--- src/verilog/clkctl_pkg.sv ---
// clkctl_pkg: constants, configuration layout and types of the clock network block
// assumes one 250 MHz system clock; every modelled clock is a level sampled on it
package clkctl_pkg;
    localparam int CLK_MHZ       = 250;
    localparam int LOCK_T_US     = 150;
    localparam int LOCK_CYC      = LOCK_T_US * CLK_MHZ;
    localparam int OSC_KHZ       = 22000;
    localparam int OSC_HALF_CYC  = (CLK_MHZ * 1000) / (2 * OSC_KHZ);
    localparam int NPRI          = 4;
    localparam int NSEC          = 4;
    localparam int NPIN          = 4;
    localparam int NROUTE        = 12;
    localparam int NSRC          = 16;
    localparam int SEL_W         = 4;
    localparam int DIV_W         = 8;
    localparam int DLY_W         = 4;
    localparam int DLY_TAPS      = 16;
    localparam int PER_W         = 16;
    localparam int LOCK_W        = 16;
    localparam int PH_W          = 8;
    localparam int OSC_W         = 4;
    // source index layout of the large variant primary nets and of the tree oscillator on secondary nets
    localparam int NROUTE_LG     = 9;
    localparam int IDX_ROUTE     = 4;
    localparam int IDX_PLL_OK    = 13;
    localparam int IDX_PLL_OS    = 14;
    localparam int IDX_PLL_OP    = 15;
    localparam int IDX_SEC_OSC   = 15;
    localparam logic [OSC_W-1:0] OSC_LAST = OSC_W'(OSC_HALF_CYC - 1);

    typedef enum logic [1:0] {
        FB_INTERNAL = 2'b00,
        FB_GLOBAL   = 2'b01,
        FB_POST     = 2'b10,
        FB_EXT      = 2'b11
    } clkctl_fbsrc_t;

    typedef enum logic [1:0] {
        LK_RESET  = 2'b00,
        LK_ACQ    = 2'b01,
        LK_LOCKED = 2'b10
    } clkctl_lock_t;

    // divider fields hold ratio minus one
    typedef struct packed {
        logic                    large_variant;
        logic [NPRI*SEL_W-1:0]   pri_sel;
        logic [NSEC*SEL_W-1:0]   sec_sel;
        logic                    ref_from_route;
        logic [DIV_W-1:0]        in_div;
        logic [DIV_W-1:0]        fb_div;
        logic [DIV_W-1:0]        post_div;
        logic [DIV_W-1:0]        sec_div;
        logic [DIV_W-1:0]        osc_div;
        clkctl_fbsrc_t           fb_src;
        logic                    dly_in_feedback;
        logic                    dly_dynamic;
        logic [DLY_W-1:0]        dly_static;
        logic [PH_W-1:0]         phase;
        logic [PH_W-1:0]         duty;
        logic                    osc_en;
        logic                    osc_to_tree;
    } clkctl_cfg_t;

    typedef struct packed {
        logic op;
        logic os;
        logic ok;
        logic lock;
    } clkctl_pll_t;
endpackage : clkctl_pkg

--- src/verilog/clkctl_div.sv ---
// clkctl_div: counts rising edges of a sampled clock level and divides by ratio+1
// assumes src is a level synchronous to mclk; ratio is held static
`timescale 1ns/100ps
`default_nettype none
module clkctl_div
    import clkctl_pkg::*;
(
    input  wire logic                         mclk,
    input  wire logic                         rst,
    input  wire logic                         src,
    input  wire logic [clkctl_pkg::DIV_W-1:0] ratio,
    output logic                              lvl_r,
    output logic                              tick_r
);
    import clkctl_pkg::*;

    logic             src_d_r;
    logic [DIV_W-1:0] cnt_r;
    logic [DIV_W-1:0] cnt_nxt;
    logic             rise;
    logic             wrap;

    // edge and wrap decode
    assign rise    = src & ~src_d_r;
    assign wrap    = rise && (cnt_r == ratio);
    assign cnt_nxt = wrap ? '0 : (rise ? cnt_r + 1'b1 : cnt_r);

    // count; divide by one passes the level straight through
    always_ff @(posedge mclk) begin
        if (rst) begin
            src_d_r <= 1'b0;
            cnt_r   <= '0;
            lvl_r   <= 1'b0;
            tick_r  <= 1'b0;
        end else begin
            src_d_r <= src;
            cnt_r   <= cnt_nxt;
            lvl_r   <= (ratio == '0) ? src : (cnt_nxt <= (ratio >> 1));
            tick_r  <= wrap;
        end
    end
endmodule : clkctl_div
`default_nettype wire

--- src/verilog/clkctl_top.sv ---
// clkctl_top: global clock selection, PLL behaviour model and internal oscillator
// assumes all clock pins and routing inputs are levels synchronous to mclk and
// that configuration is stable while rst is high, where it is captured
`timescale 1ns/100ps
`default_nettype none
module clkctl_top
    import clkctl_pkg::*;
#(
    parameter logic [LOCK_W-1:0] T_LOCK_CYC = LOCK_W'(clkctl_pkg::LOCK_CYC)
)(
    input  wire logic                          mclk,
    input  wire logic                          rst,
    input  wire clkctl_pkg::clkctl_cfg_t       cfg,
    input  wire logic [clkctl_pkg::NPIN-1:0]   clk_pin,
    input  wire logic [clkctl_pkg::NROUTE-1:0] route_sig,
    input  wire logic                          ref_pin,
    input  wire logic                          ref_route,
    input  wire logic                          fb_ext,
    input  wire logic                          pll_rst,
    input  wire logic                          dly_load,
    input  wire logic [clkctl_pkg::DLY_W-1:0]  dly_value,
    output logic [clkctl_pkg::NPRI-1:0]        gclk_pri,
    output logic [clkctl_pkg::NSEC-1:0]        gclk_sec,
    output clkctl_pkg::clkctl_pll_t            pll,
    output logic                               osc_clk,
    output logic                               osc_route,
    output logic                               osc_slow
);
    import clkctl_pkg::*;

    // 16:1 selection, shared by every primary and secondary net
    function automatic logic pick16(input logic [NSRC-1:0] src, input logic [SEL_W-1:0] sel);
        pick16 = src[sel];
    endfunction : pick16

    clkctl_cfg_t           cfg_r;
    logic [NPRI-1:0]       gclk_pri_r;
    logic [NSEC-1:0]       gclk_sec_r;
    clkctl_pll_t           pll_r;
    logic                  osc_clk_r;
    logic                  osc_route_r;
    logic [OSC_W-1:0]      osc_cnt_r;
    logic [DLY_W-1:0]      dly_r;
    logic                  dly_chg_r;
    logic [DLY_TAPS-1:0]   dly_sr_r;
    logic [PER_W-1:0]      per_cnt_r;
    logic [PER_W-1:0]      per_r;
    logic [PER_W-1:0]      acc_r;
    logic                  vco_r;
    logic                  vco_d_r;
    logic [PH_W-1:0]       ph_cnt_r;
    logic [1:0]            fb_seen_r;
    logic [LOCK_W-1:0]     lock_cnt_r;
    clkctl_lock_t          lk_r;
    clkctl_lock_t          lk_nxt;

    logic [NSRC-1:0]       pri_src;
    logic [NSRC-1:0]       sec_src;
    logic                  tree_osc;
    logic                  ref_lvl;
    logic                  fb_raw;
    logic                  dly_in;
    logic                  dly_tap;
    logic                  ref_to_div;
    logic                  fb_to_div;
    logic                  pfd_tick;
    logic                  fb_tick;
    logic                  post_lvl;
    logic                  post_tick;
    logic                  sec_lvl;
    logic                  osc_div_lvl;
    logic [PER_W-1:0]      nco_step;
    logic [PER_W:0]        acc_sum;
    logic                  vco_tick;
    logic                  vco_rise;
    logic                  fb_match;
    logic                  lock_restart;
    logic [PH_W:0]         ph_end;
    logic                  os_nxt;

    // source sets: pins + twelve routes; large swaps primary routes 9-11 for PLL outputs, osc_to_tree swaps secondary route 11
    assign tree_osc = cfg_r.osc_to_tree ? osc_clk_r : route_sig[NROUTE-1];
    assign pri_src  = cfg_r.large_variant
                    ? {pll_r.op, pll_r.os, pll_r.ok,
                       route_sig[NROUTE_LG-1:0], clk_pin}
                    : {route_sig, clk_pin};
    assign sec_src  = {tree_osc, route_sig[NROUTE-2:0], clk_pin};

    // reference select and programmable delay placement
    assign ref_lvl    = cfg_r.ref_from_route ? ref_route : ref_pin;
    assign dly_in     = cfg_r.dly_in_feedback ? fb_raw : ref_lvl;
    assign dly_tap    = dly_sr_r[dly_r];
    assign ref_to_div = cfg_r.dly_in_feedback ? ref_lvl : dly_tap;
    assign fb_to_div  = cfg_r.dly_in_feedback ? dly_tap : fb_raw;

    // feedback source select
    assign fb_raw = (cfg_r.fb_src == FB_INTERNAL) ? vco_r      :
                    (cfg_r.fb_src == FB_GLOBAL)   ? gclk_pri_r[0] :
                    (cfg_r.fb_src == FB_POST)     ? post_lvl   : fb_ext;

    // core model: toggles 2*(fb_div+1) times per divided reference period
    assign nco_step = PER_W'({1'b0, cfg_r.fb_div} + 1'b1) << 1;
    assign acc_sum  = {1'b0, acc_r} + {1'b0, nco_step};
    assign vco_tick = (per_r != '0) && (acc_sum >= {1'b0, per_r});
    assign vco_rise = vco_r & ~vco_d_r;

    // lock check: exactly one feedback tick per reference tick
    assign fb_match     = (fb_seen_r + {1'b0, fb_tick}) == 2'b01;
    assign lock_restart = dly_chg_r || (pfd_tick && !fb_match);

    // secondary output window within one post-scaler period
    assign ph_end = {1'b0, cfg_r.phase} + {1'b0, cfg_r.duty} + 1'b1;
    assign os_nxt = ({1'b0, ph_cnt_r} >= {1'b0, cfg_r.phase})
                 && ({1'b0, ph_cnt_r} < ph_end);

    // the four dividers of the PLL and the oscillator divider
    clkctl_div u_in_div (
        .mclk   (mclk),
        .rst    (rst),
        .src    (ref_to_div),
        .ratio  (cfg_r.in_div),
        .lvl_r  (),
        .tick_r (pfd_tick)
    );
    clkctl_div u_fb_div (
        .mclk   (mclk),
        .rst    (rst),
        .src    (fb_to_div),
        .ratio  (cfg_r.fb_div),
        .lvl_r  (),
        .tick_r (fb_tick)
    );
    clkctl_div u_post_div (
        .mclk   (mclk),
        .rst    (rst),
        .src    (vco_r),
        .ratio  (cfg_r.post_div),
        .lvl_r  (post_lvl),
        .tick_r (post_tick)
    );
    clkctl_div u_sec_div (
        .mclk   (mclk),
        .rst    (rst),
        .src    (post_lvl),
        .ratio  (cfg_r.sec_div),
        .lvl_r  (sec_lvl),
        .tick_r ()
    );
    clkctl_div u_osc_div (
        .mclk   (mclk),
        .rst    (rst),
        .src    (osc_clk_r),
        .ratio  (cfg_r.osc_div),
        .lvl_r  (osc_div_lvl),
        .tick_r ()
    );

    // configuration captured only during reset, frozen afterwards
    always_ff @(posedge mclk) begin
        if (rst) begin
            cfg_r <= cfg;
        end
    end

    // global nets, one registered selector per net
    genvar g;
    generate
        for (g = 0; g < NPRI; g++) begin : g_pri
            always_ff @(posedge mclk) begin
                if (rst) begin
                    gclk_pri_r[g] <= 1'b0;
                end else begin
                    gclk_pri_r[g] <= pick16(pri_src, cfg_r.pri_sel[g*SEL_W +: SEL_W]);
                end
            end
        end
        for (g = 0; g < NSEC; g++) begin : g_sec
            always_ff @(posedge mclk) begin
                if (rst) begin
                    gclk_sec_r[g] <= 1'b0;
                end else begin
                    gclk_sec_r[g] <= pick16(sec_src, cfg_r.sec_sel[g*SEL_W +: SEL_W]);
                end
            end
        end
    endgenerate

    // delay value: static from configuration, reloaded live in dynamic mode
    always_ff @(posedge mclk) begin
        if (rst) begin
            dly_r     <= cfg.dly_static;
            dly_chg_r <= 1'b0;
        end else begin
            dly_chg_r <= 1'b0;
            if (cfg_r.dly_dynamic && dly_load) begin
                dly_r     <= dly_value;
                dly_chg_r <= (dly_value != dly_r);
            end
        end
    end

    // delay line shifted every cycle
    always_ff @(posedge mclk) begin
        if (rst) begin
            dly_sr_r <= '0;
        end else begin
            dly_sr_r <= {dly_sr_r[DLY_TAPS-2:0], dly_in};
        end
    end

    // reference period measured between input divider ticks
    always_ff @(posedge mclk) begin
        if (rst || pll_rst) begin
            per_cnt_r <= '0;
            per_r     <= '0;
        end else if (pfd_tick) begin
            per_cnt_r <= PER_W'(1);
            per_r     <= per_cnt_r;
        end else if (per_cnt_r != '1) begin
            per_cnt_r <= per_cnt_r + 1'b1;
        end
    end

    // oscillator core
    always_ff @(posedge mclk) begin
        if (rst || pll_rst) begin
            acc_r   <= '0;
            vco_r   <= 1'b0;
            vco_d_r <= 1'b0;
        end else begin
            acc_r   <= vco_tick ? PER_W'(acc_sum - {1'b0, per_r}) : acc_sum[PER_W-1:0];
            vco_r   <= vco_r ^ vco_tick;
            vco_d_r <= vco_r;
        end
    end

    // core edges counted from each post-scaler wrap for phase placement
    always_ff @(posedge mclk) begin
        if (rst || post_tick) begin
            ph_cnt_r <= '0;
        end else if (vco_rise && ph_cnt_r != '1) begin
            ph_cnt_r <= ph_cnt_r + 1'b1;
        end
    end

    // feedback ticks seen since the last reference tick
    always_ff @(posedge mclk) begin
        if (rst || pfd_tick) begin
            fb_seen_r <= '0;
        end else if (fb_tick && fb_seen_r != 2'b11) begin
            fb_seen_r <= fb_seen_r + 1'b1;
        end
    end

    // lock sequencer next state
    always_comb begin
        lk_nxt = lk_r;
        case (lk_r)
            LK_RESET: begin
                lk_nxt = LK_ACQ;
            end
            LK_ACQ: begin
                if (!lock_restart && lock_cnt_r == T_LOCK_CYC) begin
                    lk_nxt = LK_LOCKED;
                end
            end
            LK_LOCKED: begin
                if (lock_restart) begin
                    lk_nxt = LK_ACQ;
                end
            end
            default: begin
                lk_nxt = LK_RESET;
            end
        endcase
        if (pll_rst) begin
            lk_nxt = LK_RESET;
        end
    end

    // lock state and lock-in timer
    always_ff @(posedge mclk) begin
        if (rst) begin
            lk_r       <= LK_RESET;
            lock_cnt_r <= '0;
        end else begin
            lk_r <= lk_nxt;
            if (lk_nxt != LK_ACQ || lock_restart || per_r == '0) begin
                lock_cnt_r <= '0;
            end else if (lock_cnt_r != T_LOCK_CYC) begin
                lock_cnt_r <= lock_cnt_r + 1'b1;
            end
        end
    end

    // PLL outputs
    always_ff @(posedge mclk) begin
        if (rst) begin
            pll_r <= '0;
        end else begin
            pll_r.op   <= post_lvl;
            pll_r.os   <= os_nxt;
            pll_r.ok   <= sec_lvl;
            pll_r.lock <= (lk_nxt == LK_LOCKED);
        end
    end

    // internal oscillator, silent while disabled
    always_ff @(posedge mclk) begin
        if (rst || !cfg_r.osc_en) begin
            osc_cnt_r <= '0;
            osc_clk_r <= 1'b0;
        end else if (osc_cnt_r == OSC_LAST) begin
            osc_cnt_r <= '0;
            osc_clk_r <= ~osc_clk_r;
        end else begin
            osc_cnt_r <= osc_cnt_r + 1'b1;
        end
    end

    // oscillator onto general routing when not given to the tree
    always_ff @(posedge mclk) begin
        if (rst) begin
            osc_route_r <= 1'b0;
            osc_slow    <= 1'b0;
        end else begin
            osc_route_r <= osc_clk_r & ~cfg_r.osc_to_tree;
            osc_slow    <= osc_div_lvl;
        end
    end

    assign gclk_pri  = gclk_pri_r;
    assign gclk_sec  = gclk_sec_r;
    assign pll       = pll_r;
    assign osc_clk   = osc_clk_r;
    assign osc_route = osc_route_r;

    AST_LOCK_IN_RST: assert property (@(posedge mclk) disable iff (rst)
        pll_rst |=> !pll_r.lock)
        else $error("lock high during PLL reset");

    AST_LOCK_DROP_DLY: assert property (@(posedge mclk) disable iff (rst)
        dly_chg_r |=> !pll_r.lock [*2])
        else $error("lock held after delay change");

    AST_LOCK_AFTER_TIME: assert property (@(posedge mclk) disable iff (rst)
        $rose(pll_r.lock) |-> $past(lock_cnt_r) == T_LOCK_CYC)
        else $error("lock rose before lock-in time");

    AST_OSC_OFF: assert property (@(posedge mclk) disable iff (rst)
        !cfg_r.osc_en |=> !osc_clk_r)
        else $error("oscillator toggles while disabled");

    AST_OSC_HALF: assert property (@(posedge mclk) disable iff (rst || !cfg_r.osc_en)
        $rose(osc_clk_r) |-> osc_clk_r [*5] ##1 !osc_clk_r)
        else $error("oscillator half period wrong");

    AST_PRI_SMALL: assert property (@(posedge mclk) disable iff (rst)
        (!cfg_r.large_variant && cfg_r.pri_sel[2*SEL_W +: SEL_W] == SEL_W'(IDX_ROUTE))
        |=> gclk_pri[2] == $past(route_sig[0]))
        else $error("primary net 2 not routing 0");

    AST_PRI_LARGE_PLL: assert property (@(posedge mclk) disable iff (rst)
        (cfg_r.large_variant && cfg_r.pri_sel[3*SEL_W +: SEL_W] == SEL_W'(IDX_PLL_OP))
        |=> gclk_pri[3] == $past(pll_r.op))
        else $error("primary net 3 not PLL primary output");

    AST_DLY_DYN: assert property (@(posedge mclk) disable iff (rst)
        (cfg_r.dly_dynamic && dly_load) |=> dly_r == $past(dly_value))
        else $error("dynamic delay not loaded");

    AST_DLY_STATIC: assert property (@(posedge mclk) disable iff (rst)
        !cfg_r.dly_dynamic |=> $stable(dly_r) && $stable(cfg_r))
        else $error("static setting changed while running");

    AST_OSC_ROUTE: assert property (@(posedge mclk) disable iff (rst)
        cfg_r.osc_to_tree |=> !osc_route)
        else $error("oscillator on routing while given to tree");
endmodule : clkctl_top
`default_nettype wire

--- config.mk ---
export PLATFORM = sky130hd
export DESIGN_NAME = clkctl_top
export DESIGN_NICKNAME = d
export VERILOG_FILES = /design/src/verilog/clkctl_pkg.sv /design/src/verilog/clkctl_div.sv /design/src/verilog/clkctl_top.sv
export SDC_FILE = /design/constraint.sdc
export NUM_CORES = 1
export LEC_CHECK = 0
export ABC_AREA = 1
export BUFFER_PORTS_ARGS = -buffer_cell sky130_fd_sc_hd__buf_2
export CAP_MARGIN = 10
export CORE_ASPECT_RATIO = 1.4
export CORE_UTILIZATION = 41
export DETAILED_ROUTE_END_ITERATION = 10
export PLACE_DENSITY = 0.58
export SETUP_SLACK_MARGIN = 0.2
export SLEW_MARGIN = 20
export SYNTH_ARGS = -nofsm -noshare
export SYNTH_HDL_FRONTEND = slang
export SYNTH_HIERARCHICAL = 1
export SYNTH_SLANG_ARGS = --single-unit
--- constraint.sdc ---
create_clock -name mclk -period 3.6 [get_ports mclk]
set_input_delay 0 -clock mclk [delete_from_list [all_inputs] [get_ports mclk]]
set_output_delay 0 -clock mclk [all_outputs]
set_load 0.05 [all_outputs]
==> qor.csv <==
stage,metric,value,unit
power_and_ir_drop,total power,8.69,mW
yosys,Mapped Area,0.0157,mm^2
power_and_ir_drop,Pwr per Cell Area,432,mW/mm^2
yosys,YS warnings,6,
clock_network,total CTS buffers,30,
final_layout,Syn-to-layout area delta,27.7,%
yosys,Mapped Cells,2063,
setup_path,crit start category,flip-flop,
timing,TNS Setup,0,ns
drt,# DRC,0,
final_layout,antenna cells,0,
drt,antenna-violating nets left,0,
setup_path,Crit path top cell by count,nand2_2,
status,status,finished clean,
floorplan,Core ar.,0.0377,mm^2
timing,Slew Limit Headroom,37.6,%
timing,hold slack,0.0311,ns
setup_path,"Max FO, Critical Path",6,
drt,Detailed Route WL,39400,um
yosys,average size of a mapped cell,7.62,um^2
hold_path,hold wc startpoint,clk_pin[3],
timing,clk_skew,0.0268,ns
timing,RSZ-0062 raised after global routing,true,
timing,Setup-failing EPs final,0,
clock_network,Clock Tree Buf Depth,3,
final_layout,fill cell count,3506,
grt,vias in the first global route,13900,
grt,initial antenna violation count,0,
floorplan,chip height,234,um
clock_network,Skew-Pair Late Insertion Delay,0.58,ns
final_layout,"leading cell types in the layout, fill and taps excluded","nand2_1 (353), inv_1 (320), nor2_1 (239)",
floorplan,chip width,168,um
hold_path,worst min path class,in2reg,
grt,largest net degree at the start of global routing,69,
run,max_cap viols,0,
setup_path,WP data required,4.06,ns
drt,DR WL/cell,13.7,um
clock_network,root buf cell,clkbuf_16,
timing,Tmin final,3.57,ns
yosys,Syn Nets,2277,
timing,pin slew with the least headroom to its limit,0.926,ns
final_layout,Layout Nets,2584,
placement,dpl ws,-0.0795,ns
timing,Peak Freq,0.280,GHz
drt,number of vias in the routed layout,14100,
floorplan,die area,0.0392,mm^2
grt,gr ovfl total,0,
grt,first-pass GRT wire length,64600,um
floorplan,Top Ports,142,
drt,router iterations before antenna repair,5,
setup_path,reg2reg start,cfg_r[50]$_DFFE_PP_,
power_and_ir_drop,VDD IR-drop max,0.399,mV
setup_path,Worst EP arrival,4.03,ns
drt,initial detailed-routing violation count,574,
clock_network,clk slew on worst S/H paths,0.06,ns
power_and_ir_drop,Pleak,8.90,nW
clock_network,CTS tree,built,
grt,Global Route Usage Sum,20.1,%
placement,hpwl dp,28700,um
final_layout,share of cells above drive strength 1,19.3,%
timing,period utilization,99.2,%
timing,final hold violations,0,
timing,Final Max Tran Viols,0,
final_layout,"commonest non-fill, non-tap cell in the layout",nand2_1,
floorplan,Row Count,84,
clock_network,CTS sink count,265,
placement,PortBufs,141,
clock_network,H-tree Lvls,1,
final_layout,final core occ,53.3,%
timing,Final WS setup,0.0302,ns
setup_path,CP Launch Point,cfg_r[50]$_DFFE_PP_,
drt,DR vias/cell,4.92,
setup_path,Crit-path slowest cell,edfxtp_1,
setup_path,critical setup path kind,reg2reg,
setup_path,CP endpoint kind,flip-flop,
setup_path,Slowest Stage Delay on Critical Path,0.43,ns
floorplan,Initial Util,41.7,%
placement,GPL Wtd Cong,0.868,
## area by class of cell
| class | instances | area, um^2 | area share, % |
|---|---|---|---|
| Multi-Input combinational cell | 1414 | 8500 | 42.3 |
| Sequential cell | 265 | 6310 | 31.4 |
| Timing Repair Buffer | 306 | 2290 | 11.4 |
| Tap cell | 473 | 592 | 2.95 |
| Inverter | 353 | 1330 | 6.59 |
| Clock buffer | 38 | 853 | 4.25 |
| Clock inverter | 18 | 224 | 1.11 |
## worst paths after layout
| kind | cells after the start | slack [ns] | end |
|---|---|---|---|
| worst min register to register | 2 | 0.40 | pll[1]$_SDFF_PP0_ |
| worst max register to register | 28 | 0.03 | acc_r[10]$_SDFF_PP0_ |
| worst min-delay path | 7 | 0.03 | gclk_sec[0]$_SDFF_PP0_ |
| worst max-delay path | 28 | 0.03 | acc_r[10]$_SDFF_PP0_ |
## state kept, by name (all words and copies together), names as in the netlist, 2 cells and up
name,flops
dly_sr_r,16
dly_r,4
gclk_sec,4
per_r,16
ph_cnt_r,8
acc_r,16
u_fb_div/cnt_r,8
fb_seen_r,2
u_sec_div/cnt_r,8
u_osc_div/cnt_r,8
osc_cnt_r,4
per_cnt_r,16
cfg_r,96
u_in_div/cnt_r,8
lk_r,2
lock_cnt_r,16
pll,4
gclk_pri,4
u_post_div/cnt_r,8
## per-stage QoR
stage / std cells / instance area [um^2]
after global placement: 2671 / 17200
after floorplan: 2063 / 15800
after global routing: 2867 / 20100
after detailed placement: 2671 / 17200
final: 2867 / 20100
after CTS: 2855 / 19700
## critical path, delay by kind of cell, from the launching register on
kind,cells,cell delay [ns]
and+or+nand+nor,19,1.50
adders and majority gates,3,0.82
DFF,1,0.43
buffers and inverters,4,0.39
xor gates and xnor gates,2,0.31
## layer usage
layer  GRT usage, %  vias up  routed length (um)
li1               -     7331                   -
met1           21.9     6463               16400
met2           39.5      240               20500
met3           2.62       68                1440
met4           6.79        0                1060
met5              0        -                   0
## power by group
group | total (mW) | internal (mW) | leakage, nW | switching [mW]
combinational | 2.03 | 0.870 | 6.06 | 1.16
sequential | 3.40 | 3.27 | 2.32 | 0.135
clock | 3.26 | 1.97 | 0.524 | 1.28
## repair_timing
action / 4_1_cts / 5_1_grt
pin swaps: 9 / 24
gates cloned: 0 / 2
resized for setup: 30 / 70
buffers inserted: 7 / 10
endpoints found under the setup margin: 17 / 17
hold endpoints to repair: 184 / 0
hold buffers: 121 / 0
Power figures use the tool's default switching activity.
